<file path="src/hw/mct_pkg.sv">
// package: constants, register layouts and current table of the step translator
// How it works
// position kept as 7-bit, readable in status
// position register updates right at trigger
// steps counted even with bridges disabled
// edge select picks rising or falling trigger
// direction from pin combined with config bit
// resolution codes 000..100 select 1/32..1/2
// each 1/32 position maps to fixed percentages
// coarse modes entered on grid use only their grid positions
// signed table spans full electrical period
// new resolution applies at next trigger only
// finer resolution snaps to nearest grid point
// coarser on shared point continues without offset
// coarser off grid keeps stepping with offset
// host lowers resolution only on shared points; the testbench also lowers it off grid (t_offset, t_half_sq)
// peak code applied at next pwm period
// coil voltage sampled at current zero crossings
// transparent passes transient, else hold at end
// gain bit selects divide by two or four
// sample/hold from pwm, zero flag, transparency
// reset gives 1/32 resolution at position zero
// codes 101, 110 use square full-current table
// same resolution steps exactly one grid step
// bridge enable 0 disables, 1 enables drivers
// count up when pin xor bit is zero
// gain bit 0 divides by two, 1 by four
package mct_pkg;

   localparam logic [7:0] MCT_OFS_CTRL = 8'h00;
   localparam logic [7:0] MCT_OFS_STATUS = 8'h04;
   localparam logic [31:0] MCT_CTRL_RST = 32'h0000_0000;
   localparam logic [6:0] MCT_POS_RST = 7'h00;

   localparam logic [2:0] MCT_RES_32 = 3'h0;
   localparam logic [2:0] MCT_RES_16 = 3'h1;
   localparam logic [2:0] MCT_RES_8 = 3'h2;
   localparam logic [2:0] MCT_RES_4 = 3'h3;
   localparam logic [2:0] MCT_RES_2 = 3'h4;
   localparam logic [2:0] MCT_RES_HALF_SQ = 3'h5;
   localparam logic [2:0] MCT_RES_FULL_SQ = 3'h6;

   // set-points are in tenths of a percent of peak current
   localparam logic [9:0] MCT_FULL_PCT = 10'h3E8;

   // first quadrant of the circle, index 0..32; y uses index 32-n
   localparam logic [9:0] MCT_QTR_TABLE [0:32] = '{
      10'h000, 10'h023, 10'h051, 10'h07F, 10'h0AE, 10'h0DD, 10'h10B,
      10'h13A, 10'h15D, 10'h17F, 10'h1AE, 10'h1D1, 10'h1F4, 10'h222,
      10'h245, 10'h268, 10'h28B, 10'h2AE, 10'h2D1, 10'h2F3, 10'h316,
      10'h33A, 10'h351, 10'h368, 10'h37F, 10'h396, 10'h3A2, 10'h3AD,
      10'h3B9, 10'h3C5, 10'h3D1, 10'h3DC, 10'h3E8};

   typedef struct packed {
      logic [10:0] rsvd_hi;
      logic [4:0] peak_amplitude_code;
      logic [5:0] rsvd_mid;
      logic back_emf_gain;
      logic back_emf_transparent;
      logic rsvd_7;
      logic [2:0] step_resolution;
      logic rsvd_3;
      logic rotation_sense_bit;
      logic advance_edge_select;
      logic bridge_enable;
   } mct_ctrl_t;

   typedef struct packed {
      logic [19:0] rsvd_hi;
      logic change_pending;
      logic [2:0] active_resolution;
      logic rsvd_7;
      logic [6:0] translator_position;
   } mct_status_t;

   typedef struct packed {
      logic signed [10:0] coil_x;
      logic signed [10:0] coil_y;
   } mct_setpoint_t;

endpackage

</file>
<file path="src/hw/mct_translator.sv">
// step translator with wishbone registers, current table and back-emf path
//
// The placing of the registers and the Wishbone register port were decided locally.
`timescale 1ns/1ns
module mct_translator
#(
   parameter int ADDR_W = 4,
   parameter int VOLT_W = 10
)
(
   input wire logic clk_i,
   input wire logic rst_i,
   input wire logic wb_cyc_i,
   input wire logic wb_stb_i,
   input wire logic wb_we_i,
   input wire logic [ADDR_W-1:0] wb_adr_i,
   input wire logic [3:0] wb_sel_i,
   input wire logic [31:0] wb_dat_i,
   output logic [31:0] wb_dat_o,
   output logic wb_ack_o,
   input wire logic step_advance_i,
   input wire logic rotation_sense_i,
   input wire logic pwm_period_start_i,
   input wire logic pwm_sample_hold_i,
   input wire logic coil_x_zero_i,
   input wire logic coil_y_zero_i,
   input wire logic [VOLT_W-1:0] coil_x_voltage_i,
   input wire logic [VOLT_W-1:0] coil_y_voltage_i,
   output mct_pkg::mct_setpoint_t setpoint_o,
   output logic [4:0] peak_amplitude_o,
   output logic bridge_enable_o,
   output logic [6:0] translator_position_o,
   output logic [VOLT_W-1:0] back_emf_output_o
);
   import mct_pkg::*;

   if (ADDR_W < 3 || ADDR_W > 8)
   begin : g_bad_addr
      $error("mct_translator: ADDR_W must be 3..8");
   end
   if (VOLT_W < 3)
   begin : g_bad_volt
      $error("mct_translator: VOLT_W must be at least 3");
   end

   function automatic logic [6:0] step_inc(input logic [2:0] res);
      logic [6:0] inc;
      inc = 7'h01;
      unique case (res)
         MCT_RES_32: inc = 7'h01;
         MCT_RES_16: inc = 7'h02;
         MCT_RES_8: inc = 7'h04;
         MCT_RES_4: inc = 7'h08;
         MCT_RES_2: inc = 7'h10;
         MCT_RES_HALF_SQ: inc = 7'h10;
         MCT_RES_FULL_SQ: inc = 7'h20;
         default: inc = 7'h01;
      endcase
      return inc;
   endfunction

   // register bus state
   mct_ctrl_t ctrl_q, ctrl_d;
   logic ack_q, ack_d;
   logic [31:0] rdat_q, rdat_d;

   // translator state
   logic step_prev_q, step_prev_d;
   logic [6:0] pos_q, pos_d;
   logic [2:0] active_res_q, active_res_d;
   mct_setpoint_t setpoint_q, setpoint_d;
   logic [4:0] peak_q, peak_d;

   // back-emf state
   logic zero_prev_q, zero_prev_d;
   logic [VOLT_W-1:0] track_q, track_d;
   logic [VOLT_W-1:0] bemf_q, bemf_d;

   mct_status_t status;
   logic req;
   logic hit_ctrl;
   logic hit_status;

   always_comb
   begin
      status = '0;
      status.translator_position = pos_q;
      status.active_resolution = active_res_q;
      status.change_pending = (ctrl_q.step_resolution != active_res_q);
      req = wb_cyc_i & wb_stb_i;
      hit_ctrl = (wb_adr_i == ADDR_W'(MCT_OFS_CTRL));
      hit_status = (wb_adr_i == ADDR_W'(MCT_OFS_STATUS));
      ack_d = req & ~ack_q;
      rdat_d = rdat_q;
      if (req & ~ack_q)
      begin
         if (hit_ctrl)
            rdat_d = ctrl_q;
         else if (hit_status)
            rdat_d = status;
         else
            rdat_d = 32'h0000_0000;
      end
      ctrl_d = ctrl_q;
      // write lands at the edge where the master sees ack
      if (req & ack_q & wb_we_i & hit_ctrl)
      begin
         for (int b = 0; b < 4; b++)
         begin
            if (wb_sel_i[b])
               ctrl_d[b*8 +: 8] = wb_dat_i[b*8 +: 8];
         end
      end
      ctrl_d.rsvd_hi = '0;
      ctrl_d.rsvd_mid = '0;
      ctrl_d.rsvd_7 = 1'b0;
      ctrl_d.rsvd_3 = 1'b0;
   end

   always_ff @(posedge clk_i)
   begin
      if (rst_i)
      begin
         ctrl_q <= MCT_CTRL_RST;
         ack_q <= 1'b0;
         rdat_q <= 32'h0000_0000;
      end
      else
      begin
         ctrl_q <= ctrl_d;
         ack_q <= ack_d;
         rdat_q <= rdat_d;
      end
   end

   logic trig;
   logic count_up;
   logic [6:0] inc_new;
   logic [6:0] inc_old;
   logic [6:0] base;
   logic [4:0] frac;
   logic [5:0] idx_a;
   logic [5:0] idx_b;
   logic [10:0] mag_a;
   logic [10:0] mag_b;
   logic x_pos, x_neg, y_pos, y_neg;

   always_comb
   begin
      step_prev_d = step_advance_i;

      trig = ctrl_q.advance_edge_select ? (step_prev_q & ~step_advance_i)
                                        : (~step_prev_q & step_advance_i);

      count_up = ~(rotation_sense_i ^ ctrl_q.rotation_sense_bit);
      inc_new = step_inc(ctrl_q.step_resolution);
      inc_old = step_inc(active_res_q);
      base = pos_q;
      // an offset position only exists after a coarser change
      if (inc_new < inc_old)
         base = (pos_q + (inc_new >> 1)) & ~(inc_new - 7'h01);
      pos_d = pos_q;
      active_res_d = active_res_q;
      // bridge enable deliberately not in this path
      if (trig)
      begin
         active_res_d = ctrl_q.step_resolution;
         pos_d = count_up ? base + inc_new : base - inc_new;
      end


      frac = pos_q[4:0];
      idx_a = {1'b0, frac};
      idx_b = 6'h20 - idx_a;
      mag_a = {1'b0, MCT_QTR_TABLE[idx_a]};
      mag_b = {1'b0, MCT_QTR_TABLE[idx_b]};
      setpoint_d = setpoint_q;
      unique case (pos_q[6:5])
         2'b00:
         begin
            setpoint_d.coil_x = $signed(mag_a);
            setpoint_d.coil_y = $signed(mag_b);
         end
         2'b01:
         begin
            setpoint_d.coil_x = $signed(mag_b);
            setpoint_d.coil_y = -$signed(mag_a);
         end
         2'b10:
         begin
            setpoint_d.coil_x = -$signed(mag_a);
            setpoint_d.coil_y = -$signed(mag_b);
         end
         2'b11:
         begin
            setpoint_d.coil_x = -$signed(mag_b);
            setpoint_d.coil_y = $signed(mag_a);
         end
      endcase

      x_pos = (pos_q > 7'h00) & (pos_q < 7'h40);
      x_neg = (pos_q > 7'h40);
      y_pos = (pos_q < 7'h20) | (pos_q > 7'h60);
      y_neg = (pos_q > 7'h20) & (pos_q < 7'h60);
      if (active_res_q == MCT_RES_HALF_SQ || active_res_q == MCT_RES_FULL_SQ)
      begin
         setpoint_d.coil_x = x_pos ? $signed({1'b0, MCT_FULL_PCT})
                           : x_neg ? -$signed({1'b0, MCT_FULL_PCT})
                           : 11'sh000;
         setpoint_d.coil_y = y_pos ? $signed({1'b0, MCT_FULL_PCT})
                           : y_neg ? -$signed({1'b0, MCT_FULL_PCT})
                           : 11'sh000;
      end

      peak_d = peak_q;
      if (pwm_period_start_i)
         peak_d = ctrl_q.peak_amplitude_code;
   end

   always_ff @(posedge clk_i)
   begin
      if (rst_i)
      begin
         step_prev_q <= 1'b0;
         pos_q <= MCT_POS_RST;
         active_res_q <= MCT_RES_32;
         setpoint_q <= '0;
         peak_q <= 5'h00;
      end
      else
      begin
         step_prev_q <= step_prev_d;
         pos_q <= pos_d;
         active_res_q <= active_res_d;
         setpoint_q <= setpoint_d;
         peak_q <= peak_d;
      end
   end

   logic zero_any;
   logic zero_end;
   logic [VOLT_W-1:0] v_sel;

   function automatic logic [VOLT_W-1:0] scale(input logic [VOLT_W-1:0] v,
                                               input logic gain);
      return gain ? (v >> 2) : (v >> 1);
   endfunction

   always_comb
   begin

      zero_any = coil_x_zero_i | coil_y_zero_i;
      v_sel = coil_x_zero_i ? coil_x_voltage_i : coil_y_voltage_i;
      zero_prev_d = zero_any;
      zero_end = zero_prev_q & ~zero_any;
      track_d = track_q;
      if (zero_any & pwm_sample_hold_i)
         track_d = v_sel;
      bemf_d = bemf_q;

      if (ctrl_q.back_emf_transparent)
         bemf_d = scale(track_d, ctrl_q.back_emf_gain);
      else if (zero_end)
         bemf_d = scale(track_q, ctrl_q.back_emf_gain);
   end

   always_ff @(posedge clk_i)
   begin
      if (rst_i)
      begin
         zero_prev_q <= 1'b0;
         track_q <= '0;
         bemf_q <= '0;
      end
      else
      begin
         zero_prev_q <= zero_prev_d;
         track_q <= track_d;
         bemf_q <= bemf_d;
      end
   end

   assign wb_ack_o = ack_q;
   assign wb_dat_o = rdat_q;
   assign setpoint_o = setpoint_q;
   assign peak_amplitude_o = peak_q;
   assign bridge_enable_o = ctrl_q.bridge_enable;
   assign translator_position_o = pos_q;
   assign back_emf_output_o = bemf_q;

endmodule // mct_translator

</file>
<file path="config.mk">
export PLATFORM = sky130hd
export DESIGN_NAME = mct_translator
export DESIGN_NICKNAME = d
export VERILOG_FILES = /design/src/hw/mct_pkg.sv /design/src/hw/mct_translator.sv
export SDC_FILE = /design/constraint.sdc
export NUM_CORES = 1
export LEC_CHECK = 0
export BUFFER_PORTS_ARGS = -buffer_cell sky130_fd_sc_hd__buf_2
export CAP_MARGIN = 15
export CORE_ASPECT_RATIO = 0.5
export CORE_UTILIZATION = 35
export CTS_CLUSTER_DIAMETER = 80
export DETAILED_ROUTE_END_ITERATION = 12
export GPL_TIMING_DRIVEN = 0
export HOLD_SLACK_MARGIN = 0.15
export PLACE_DENSITY = 0.6
export SETUP_SLACK_MARGIN = 0.15
export SYNTH_ARGS = -nofsm -noshare
export SYNTH_HDL_FRONTEND = slang
export SYNTH_SLANG_ARGS = --single-unit
</file>
<file path="constraint.sdc">
create_clock -name clk_i -period 4.4 [get_ports clk_i]
set_input_delay 0.22 -clock clk_i [delete_from_list [all_inputs] [get_ports clk_i]]
set_output_delay 0.22 -clock clk_i [all_outputs]
set_load 0.05 [all_outputs]
</file>
==> results of run 1 <==
==> timing repair <==
action / 4_1_cts / 5_1_grt
setup endpoints to repair: 23 / 17
pin swaps: 3 / 4
hold buffers: 15 / 0
setup buffers: 3 / 1
gates resized for setup: 32 / 35
hold endpoints to repair: 15 / 0
==> metal layers <==
metal / routed length (um) / GRT usage, %
met1: 10800 / 32.1
met2: 10500 / 37.5
met3: 2050 / 4.41
met4: 520 / 7.16
met5: 0 / 0
==> final cells by class <==
cell class | instances | share of cell area, %
Timing Repair Buffer | 126 | 8.40
Clock buffer | 9 | 2.64
Multi-Input combinational cell | 724 | 57.1
Buffer | 90 | 5.56
Clock inverter | 7 | 0.749
Sequential cell | 87 | 20.5
Inverter | 26 | 1.26
Tap cell | 259 | 3.80
==> flip-flops by register name (all words and copies together), names as in the netlist <==
name / cells
setpoint_o: 22
wb_dat_o: 16
ctrl_q: 12
back_emf_output_o: 9
track_q: 9
translator_position_o: 7
peak_amplitude_o: 5
active_res_q: 3
bridge_enable_o: 1
step_prev_q: 1
wb_ack_o: 1
zero_prev_q: 1
==> kinds of logic after synthesis <==
group	Yosys count
AND/OR/NAND/NOR	333
AO/OA/AOI/OAI	258
buffers and inverters	117
flip-flops	87
multiplexers	64
adder cells (fa/ha/maj)	30
XOR/XNOR	22
other	1
==> synthesized netlist by cell type (all sizes together) (12+ instances only) <==
library cell	instances	area share [%]
nand3	22	1.6
xnor2	13	1.6
nor2	138	7.5
clkbuf	50	2.7
nand2	76	4.3
a21oi	61	4.4
mux2i	50	7.2
nor2b	12	1.1
a22oi	20	2.2
nor3	18	1.3
inv	25	1.4
nand2b	15	1.4
buf	41	3.8
ha	27	4.9
dfxtp	87	25
a211oi	22	2.4
o21ai	42	3.1
mux2	12	1.9
==> critical path: cells and delay by family, from the launching register on <==
family / cells / cell delay (ns)
and+or+nand+nor: 5 / 1.20
AOI/OAI and AO/OA: 8 / 1.14
adders and majority gates: 3 / 0.85
buffers and inverters: 3 / 0.43
DFF: 1 / 0.32
xor gates and xnor gates: 1 / 0.12
==> where the power goes <==
group,internal (mW),switching (mW),total (mW)
combinational,0.606,1.31,1.92
sequential,0.885,0.0363,0.921
clock,0.397,0.359,0.756
==> final timing paths <==
| path | from | endpoint | slack, ns | depth (start not counted) |
|---|---|---|---|---|
| worst max-delay path | active_res_q[2] | translator_position_o[6] | 0.22 | 20 |
| worst min-delay path | wb_sel_i[1] | ctrl_q[9] | 0.19 | 3 |
| worst max register to register | active_res_q[2] | translator_position_o[6] | 0.22 | 20 |
| worst min register to register | wb_dat_o[11] | wb_dat_o[11] | 0.47 | 2 |
==> per-stage QoR <==
stage               cells  utilization (%)
finish               1328             45.2
detailed placement   1294             41.7
floorplan             928                -
global route         1328             45.2
CTS                  1327             44.6
global placement     1294             41.7
==> metrics.txt, run 1 <==
pin count of the biggest net entering global routing 18; setup TNS 0 ns; Synth warnings 0; slew margin rel. 34.6%; DRT Pass-1 Iters 6; most common cell after layout, fill and taps aside nor2_1; PortBufs between 100 and 150; largest family of logic cells by synthesized area compound AO/OA/AOI/OAI gates; Critical Path Start Type flip-flop; Power Density 422 mW/mm2; FFs w/ async S/R, synth 0%; Final Skew 0.0126 ns; post-synthesis simple-gate area fraction a little under a quarter; most frequent cells in the layout 133 x nor2_1, 122 x buf_2, 84 x dfxtp_1; initial cell density of the core about 37%; Seq. cell area 0.00175 mm2; sequential fraction of the synthesis area between 20 and 30%; power consumption roughly 3.6 mW; post-route ant nets 0; DR iter-0 viols about 800; flops & latches, synth between 80 and 90; unrepaired setup endpoints after global routing true; Post-synth EDFFs 0; final WL between 20000 and 25000 um; clock period minus worst slack between 4 and 5 ns; status completed; placed instance area slightly below 0.008 mm2; core area ~0.019 mm2; first-pass GRT wire length roughly 38000 um; DR vias/cell 5.69; xor and xnor area share after synthesis 2.78%; Worst Hold Class primary input to flip-flop; Max H-tree Level 3; ANT cells 0; Area Overhead vs Synth 22.9%; vias in the first global route 7129; period utilisation layout a little over nine tenths; slowest stage cell, crit path or3b_2; Placer Congestion approximately 1; Detail Placement HPWL ~18000 um; Layout Nets approximately 1200; critical path endpoint category flip-flop; Achievable Freq 0.239 GHz; Die Y roughly 100 um; CP Max Fanout 10; Design Area, Final about 0.0085 mm2; critical path's most frequent cell a21oi_2; setup ws final ~0.22 ns; width of the chip roughly 200 um; multiplexer share of the synthesized area under 10%; total CTS buffers 9; clock-pin slew on the worst setup and hold paths 0.07 ns; CP Data Required Time 4.61 ns; post-place setup slack -1.07 ns; Worst-Skew Late Latency between 0.3 and 0.4 ns; most common flop cell mapped by yosys dfxtp_1; compound-gate portion of the synthesized area roughly 26%; VDD IR max 0.185 mV; gr ovfl total 0; final setup fails 0; Synth Area in Adders 5.59%; fraction of layout cells with a size suffix above 1 22.6%; measured slew at the worst slew-check pin 0.980 ns; CTS tree done; final hold slack between 0.15 and 0.2 ns; synth unique cells 84; DR WL/cell 17.9 um; Slew Viols, Final 0; GRT Util Overall approximately a quarter; # rows 35; Clock Sink Count 87; Leak Pwr 3.65 nW; clock buffer depth 2; synthesized instance count just over 900; antenna violations before repair 0; Mapped Area ~0.0069 mm2; critical path class flip-flop to flip-flop; clock tree root driver cell clkbuf_16; Arrival @ worst endpoint 4.39 ns; area of the multi-input gates about 0.0049 mm2; Die Area 0.0204 mm2; slowest cell delay on critical path between 0.4 and 0.5 ns; total of max-cap violations 0; Residual DRC 0; I/O pin count between 100 and 150; critical path, cell by cell buf_2 -> or3b_2 -> ha_1 -> a21oi_2 -> o21ai_2 -> and2_4 -> clkbuf_4 -> nor2_1 -> a21oi_1 -> ha_1 -> inv_1 -> fa_1 -> a21o_1 -> a21oi_2 -> o21bai_1 -> a21oi_2 -> xnor2_1 -> and4_1 -> nor4_2 -> o211ai_1; FILL cells roughly 1900; Hold Vio Cnt, Final 0; via count 7556; syn_area_per_cell 7.61 um2
No activity file was read; power rests on OpenSTA's default activity.
==> inputs of run 2 (changes only) <==
--- a/config.mk
+++ b/config.mk
@@ -8,12 +8,12 @@
 export BUFFER_PORTS_ARGS = -buffer_cell sky130_fd_sc_hd__buf_2
 export CAP_MARGIN = 15
 export CORE_ASPECT_RATIO = 0.5
-export CORE_UTILIZATION = 35
+export CORE_UTILIZATION = 51
 export CTS_CLUSTER_DIAMETER = 80
 export DETAILED_ROUTE_END_ITERATION = 12
 export GPL_TIMING_DRIVEN = 0
 export HOLD_SLACK_MARGIN = 0.15
-export PLACE_DENSITY = 0.6
+export PLACE_DENSITY = 0.81
 export SETUP_SLACK_MARGIN = 0.15
 export SYNTH_ARGS = -nofsm -noshare
 export SYNTH_HDL_FRONTEND = slang
==> run 2 against run 1 <==
Compared with the run above: worst hold slack got worse by 0.032 ns; non-clock buffer count up 18; register-to-register slack lost 0.17 ns; sequential power is essentially flat; first-iteration DRC count up 20%; final area up 1.2%; sequential cell count unchanged; critical path depth down 1; total power rose by 0.73%; combinational power rose by 2%; largest cell class unchanged; largest power group unchanged.
==> metrics.txt, run 2 (synthesized netlist as in run 1, its figures left out) <==
unrepaired setup endpoints after global routing true; critical path endpoint category flip-flop; Worst-Skew Late Latency 0.35 ns (about the same); Hold Vio Cnt, Final 0 (unchanged); Final Skew 0.0192 ns (+0.00657 ns); Achievable Freq 0.230 GHz (-3.8%); clock-pin slew on the worst setup and hold paths 0.08 ns (about the same); fraction of layout cells with a size suffix above 1 25.1% (+2.5 points); I/O pin count 149 (unchanged); VDD IR max 0.216 mV (+17%); slew margin rel. 38.1% (+3.5 points); CTS tree done; DRT Pass-1 Iters 5 (-1); gr ovfl total 0 (unchanged); WHS Path Cells 3 (unchanged); Critical Path Start Type flip-flop; # rows 29 (-17%); placed instance area 0.00775 mm2 (-1.4%); clock tree root driver cell clkbuf_16; power consumption 3.62 mW (+0.73%); pin count of the biggest net entering global routing 16 (-2); vias in the first global route 7068 (-0.86%); reg2reg end translator_position_o[6]; antenna violations before repair 0 (unchanged); ANT cells 0 (unchanged); Detail Placement HPWL 17300 um (-4.0%); WP buf/inv 3 (unchanged); max reg flops 22 (unchanged); core area 0.0130 mm2 (-31%); width of the chip 167 um (-17%); slowest stage cell, crit path o41ai_2; final WL 24100 um (+1.3%); CP Data Required Time 4.61 ns (about the same); critical path class flip-flop to flip-flop; Residual DRC 0 (unchanged); DR iter-0 viols 965 (+20%); clock buffer depth 2 (unchanged); Power Density 420 mW/mm2 (-0.42%); final setup fails 0 (unchanged); most common cell after layout, fill and taps aside nor2_1; initial cell density of the core 53.5% (+17 points); period utilisation layout 98.7% (+3.8 points); total CTS buffers 9 (unchanged); final hold slack 0.155 ns (-0.0320 ns); FILL cells 1113 (-42%); WHS Endpoint ctrl_q[8]; Layout Nets 1182 (+1.5%); worst reg2reg path startpoint ctrl_q[6]; R2R cell count 19 (-5.0%); most frequent cells in the layout 133 x nor2_1, 118 x buf_2, 83 x dfxtp_1; Slew Viols, Final 0 (unchanged); Max H-tree Level 3 (unchanged); delay-heaviest family, CP compound AO/OA/AOI/OAI gates; measured slew at the worst slew-check pin 0.927 ns (-0.0524 ns); clock period minus worst slack 4.34 ns (+0.167 ns); r2r setup slk 0.06 ns (-0.17 ns); total of max-cap violations 0 (unchanged); PortBufs 107 (unchanged); DR WL/cell 19.2 um (+7.0%); Worst Hold Class primary input to flip-flop; Arrival @ worst endpoint 4.56 ns (+0.17 ns); Area Overhead vs Synth 24.3%; Leak Pwr 3.74 nW (+2.4%); Design Area, Final 0.00862 mm2 (+1.2%); status completed; first-pass GRT wire length 37200 um (-2.1%); final core utilization 66.6% (+21 points); critical path, cell by cell buf_6 -> or2_4 -> nor2_4 -> buf_4 -> ha_4 -> inv_1 -> fa_2 -> nor2b_1 -> or3_1 -> o41ai_2 -> ha_1 -> a21o_1 -> a21oi_2 -> o21bai_1 -> a21oi_2 -> xnor2_1 -> and4_1 -> nor4_2 -> o211ai_1; worst hold start wb_dat_i[8]; via count 7762 (+2.7%); GRT Util Overall 33.1% (+9.6 points); critical path's most frequent cell a21oi_2; slowest cell delay on critical path 0.43 ns (-0.05 ns); DR vias/cell 6.18 (+8.5%); post-route ant nets 0 (unchanged); setup TNS 0 ns (unchanged); Die Y 84.5 um (-17%); Clock Sink Count 87 (unchanged); Die Area 0.0141 mm2 (-31%); Placer Congestion 1.00 (+2.4%); CP Max Fanout 5 (-5)
## run 2: worst min-delay path, delay by kind of cell
family | cells | cell delay (ns)
and+or+nand+nor | 1 | 0.07
buffers and inverters | 1 | 0.10
AOI/OAI and AO/OA | 1 | 0.06
## run 2: power breakdown
group / internal (mW) / leakage, nW / switching, mW
combinational: 0.642 / 2.90 / 1.32
sequential: 0.885 / 0.714 / 0.0360
clock: 0.389 / 0.127 / 0.352
total: 1.92 / 3.74 / 1.70
## run 2: per-stage QoR
stage | cells | setup slack (ns)
floorplan | 928 | 0.186
global placement | 1205 | -0.916
detailed placement | 1205 | -0.927
CTS | 1239 | 0.105
global route | 1257 | -0.166
finish | 1257 | 0.0556
## run 2: metal layers
metal	GRT usage [%]	share of wire, %	vias up
met5	0	0	-
met4	8.08	1.9	0
met3	7.87	11	51
met2	52.6	44	480
met1	45.1	44	3639
li1	-	-	3592
## run 2: how the worst max path moves through the flow
| stage | start | end | slack (ns) | depth (start not counted) |
|---|---|---|---|---|
| global route | ctrl_q[4] | translator_position_o[6] | -0.17 | 18 |
| global placement | translator_position_o[1] | setpoint_o[8] | -0.92 | 16 |
| floorplan | translator_position_o[1] | setpoint_o[6] | 0.19 | 20 |
| CTS | translator_position_o[0] | setpoint_o[6] | 0.11 | 19 |
| detailed placement | translator_position_o[1] | setpoint_o[6] | -0.93 | 20 |
| finish | ctrl_q[6] | translator_position_o[6] | 0.06 | 19 |
## run 2: timing repair
| action | CTS | global route |
|---|---|---|
| hold buffers | 14 | 0 |
| setup buffers | 4 | 18 |
| pin swaps | 4 | 23 |
| hold endpoints to repair | 14 | 0 |
| setup endpoints to repair | 23 | 17 |
| gates resized for setup | 34 | 64 |
## run 2: layout make-up
| type | count | area [um2] | share of cell area (%) |
|---|---|---|---|
| timing repair buffer | 143 | 845 | 9.79 |
| clock buffer | 11 | 233 | 2.70 |
| clock inverter | 5 | 41.3 | 0.479 |
| inverter | 26 | 111 | 1.29 |
| buffer | 91 | 515 | 5.98 |
| multi-input combinational | 724 | 4910 | 57.0 |
| sequential | 87 | 1750 | 20.3 |
| tap | 170 | 213 | 2.47 |
==> inputs of run 3 (changes only) <==
--- a/config.mk
+++ b/config.mk
@@ -8,12 +8,12 @@
 export BUFFER_PORTS_ARGS = -buffer_cell sky130_fd_sc_hd__buf_2
 export CAP_MARGIN = 15
 export CORE_ASPECT_RATIO = 0.5
-export CORE_UTILIZATION = 51
+export CORE_UTILIZATION = 30
 export CTS_CLUSTER_DIAMETER = 80
 export DETAILED_ROUTE_END_ITERATION = 12
 export GPL_TIMING_DRIVEN = 0
 export HOLD_SLACK_MARGIN = 0.15
-export PLACE_DENSITY = 0.81
+export PLACE_DENSITY = 0.54
 export SETUP_SLACK_MARGIN = 0.15
 export SYNTH_ARGS = -nofsm -noshare
 export SYNTH_HDL_FRONTEND = slang
==> run 3 against run 2 <==
Compared with the run above: final area rose by 0.57%; fmax rose by 6.5%; sequential power rose by 0.7%; final cell count rose by 9.6%; clock-buffer cell count fell by 2; routed wire length rose by 1.8%; non-clock buffer count fell by 9; global-route usage fell by 13 points; critical path depth fell by 4; clock power rose by 4.3%; clock skew fell by 0.0069 ns; register-to-register slack improved by 0.26 ns; critical endpoint is now setpoint_o[3].
==> metrics.txt, run 3 (synthesized netlist as in run 1, its figures left out) <==
dpl cells 1335 (+11%); CP Data Required Time 4.63 ns (+0.02 ns); Achievable Freq 0.245 GHz (+6.5%); fin cells 1378 (+9.6%); clock tree root driver cell clkbuf_16; Detail Placement HPWL 18500 um (+7.1%); Residual DRC 0 (unchanged); Design Area, Final 0.00867 mm2 (+0.57%); measured slew at the worst slew-check pin 0.993 ns (+0.0658 ns); PortBufs 107 (unchanged); final WL 24600 um (+1.8%); pin count of the biggest net entering global routing 19 (+3); DR iter-0 viols 542 (-44%); critical path endpoint category flip-flop; WHS Path Cells 3 (unchanged); final setup fails 0 (unchanged); core area 0.0222 mm2 (+71%); final core utilization 39.1% (-27 points); I/O pin count 149 (unchanged); total CTS buffers 9 (unchanged); max reg flops 22 (unchanged); setup TNS 0 ns (unchanged); via count 7482 (-3.6%); most frequent cells in the layout 133 x nor2_1, 119 x buf_2, 84 x dfxtp_1; clock-pin slew on the worst setup and hold paths 0.08 ns (about the same); DR WL/cell 17.8 um (-7.1%); FILL cells 2345 (+110%); CTS tree done; Layout Nets 1173 (-0.76%); GRT Util Overall 20.5% (-13 points); power consumption 3.64 mW (+0.60%); Worst-Skew Late Latency 0.36 ns (about the same); slew margin rel. 33.7% (-4.4 points); # rows 38 (+31%); gr ovfl total 0 (unchanged); fraction of layout cells with a size suffix above 1 23.4% (-1.7 points); vias in the first global route 7087 (+0.27%); Critical Path Start Type flip-flop; Die Y 110 um (+30%); clock period minus worst slack 4.08 ns (-0.264 ns); width of the chip 217 um (+30%); Max H-tree Level 3 (unchanged); Leak Pwr 3.69 nW (-1.2%); VDD IR max 0.241 mV (+11%); initial cell density of the core 31.3% (-22 points); DR vias/cell 5.43 (-12%); first-pass GRT wire length 38200 um (+2.7%); placed instance area 0.00792 mm2 (+2.1%); ANT cells 0 (unchanged); Clock Sink Count 87 (unchanged); Arrival @ worst endpoint 4.31 ns (-0.25 ns); Hold Vio Cnt, Final 0 (unchanged); CP Max Fanout 10 (+5); most common cell after layout, fill and taps aside nor2_1; period utilisation layout 92.7% (-6.0 points); post-route ant nets 0 (unchanged); Area Overhead vs Synth 25.0%; status completed; R2R cell count 15 (-4); Die Area 0.0238 mm2 (+69%); clock buffer depth 2 (unchanged); total of max-cap violations 0 (unchanged); Final Skew 0.0122 ns (-0.00694 ns); Placer Congestion 0.950 (-5.0%); unrepaired setup endpoints after global routing false; Worst Hold Class primary input to flip-flop; critical path class flip-flop to flip-flop; Power Density 420 mW/mm2 (about the same); antenna violations before repair 0 (unchanged); Slew Viols, Final 0 (unchanged); DRT Pass-1 Iters 5 (unchanged)
## run 3: cell count changes in the layout (fill, tap and decap cells not counted), moves of 2 or more
cell	previous run	this run
inv_2	3	1
dfxtp_4	2	0
inv_8	0	3
clkbuf_2	6	3
inv_1	18	20
clkbuf_1	38	40
buf_6	7	4
ha_2	2	0
ha_1	20	25
ha_4	5	2
buf_4	42	34
## run 3: worst paths after layout
| check | startpoint | to | slack [ns] |
|---|---|---|---|
| worst max-delay path | translator_position_o[0] | setpoint_o[3] | 0.32 |
| worst min-delay path | wb_sel_i[1] | ctrl_q[9] | 0.16 |
| worst max register to register | translator_position_o[0] | setpoint_o[3] | 0.32 |
| worst min register to register | wb_dat_o[3] | wb_dat_o[3] | 0.46 |
## run 3: metrics by stage
stage	hold slack (ns)	setup WS (ns)
after global routing	0.172	0.127
final	0.164	0.319
after detailed placement	0.444	-0.982
after CTS	0.152	0.126
after floorplan	0.348	0.186
after global placement	0.441	-1.07
## run 3: timing repair
| item | CTS | global route |
|---|---|---|
| hold endpoints to repair | 15 | 0 |
| hold buffers | 15 | 0 |
| setup endpoints to repair | 23 | 17 |
| buffers inserted | 4 | 8 |
| gates resized for setup | 37 | 36 |
| pin swaps | 3 | 12 |
## run 3: routing by layer
layer  routed length (um)  track usage (%)
met1                11500             27.3
met2                11000             33.1
met3                 1690             4.70
met4                  390             5.99
met5                    0                0
## run 3: cell type report
type / instances / area, um2 / share of cell area, %
clock buffers: 9 / 225 / 2.60
repair buffers: 135 / 781 / 9.00
clock inverters: 7 / 67.6 / 0.779
plain buffers: 90 / 487 / 5.61
inverters: 26 / 114 / 1.31
well taps: 300 / 375 / 4.33
flip-flops and latches: 87 / 1750 / 20.1
multi-input cells: 724 / 4880 / 56.2
## run 3: power breakdown
group          switching [mW]  internal (mW)  total, mW
clock network           0.372          0.401      0.774
registers              0.0412          0.886      0.927
logic                    1.32          0.622       1.94
total                    1.73           1.91       3.64
## run 3: worst max-delay path, stage by stage (launching register included)
cell and delay, ns:
dfxtp_2 0.36, buf_6 0.16, buf_4 0.18, clkinv_4 0.10, ha_4 0.16, buf_8 0.14, clkinvlp_4 0.13, ha_4 0.34
clkbuf_1 0.42, o31ai_1 0.17, o221ai_2 0.37, nand2_4 0.10, nor4b_4 0.62, mux2_2 0.40, o221ai_1 0.17, nand2_1 0.11
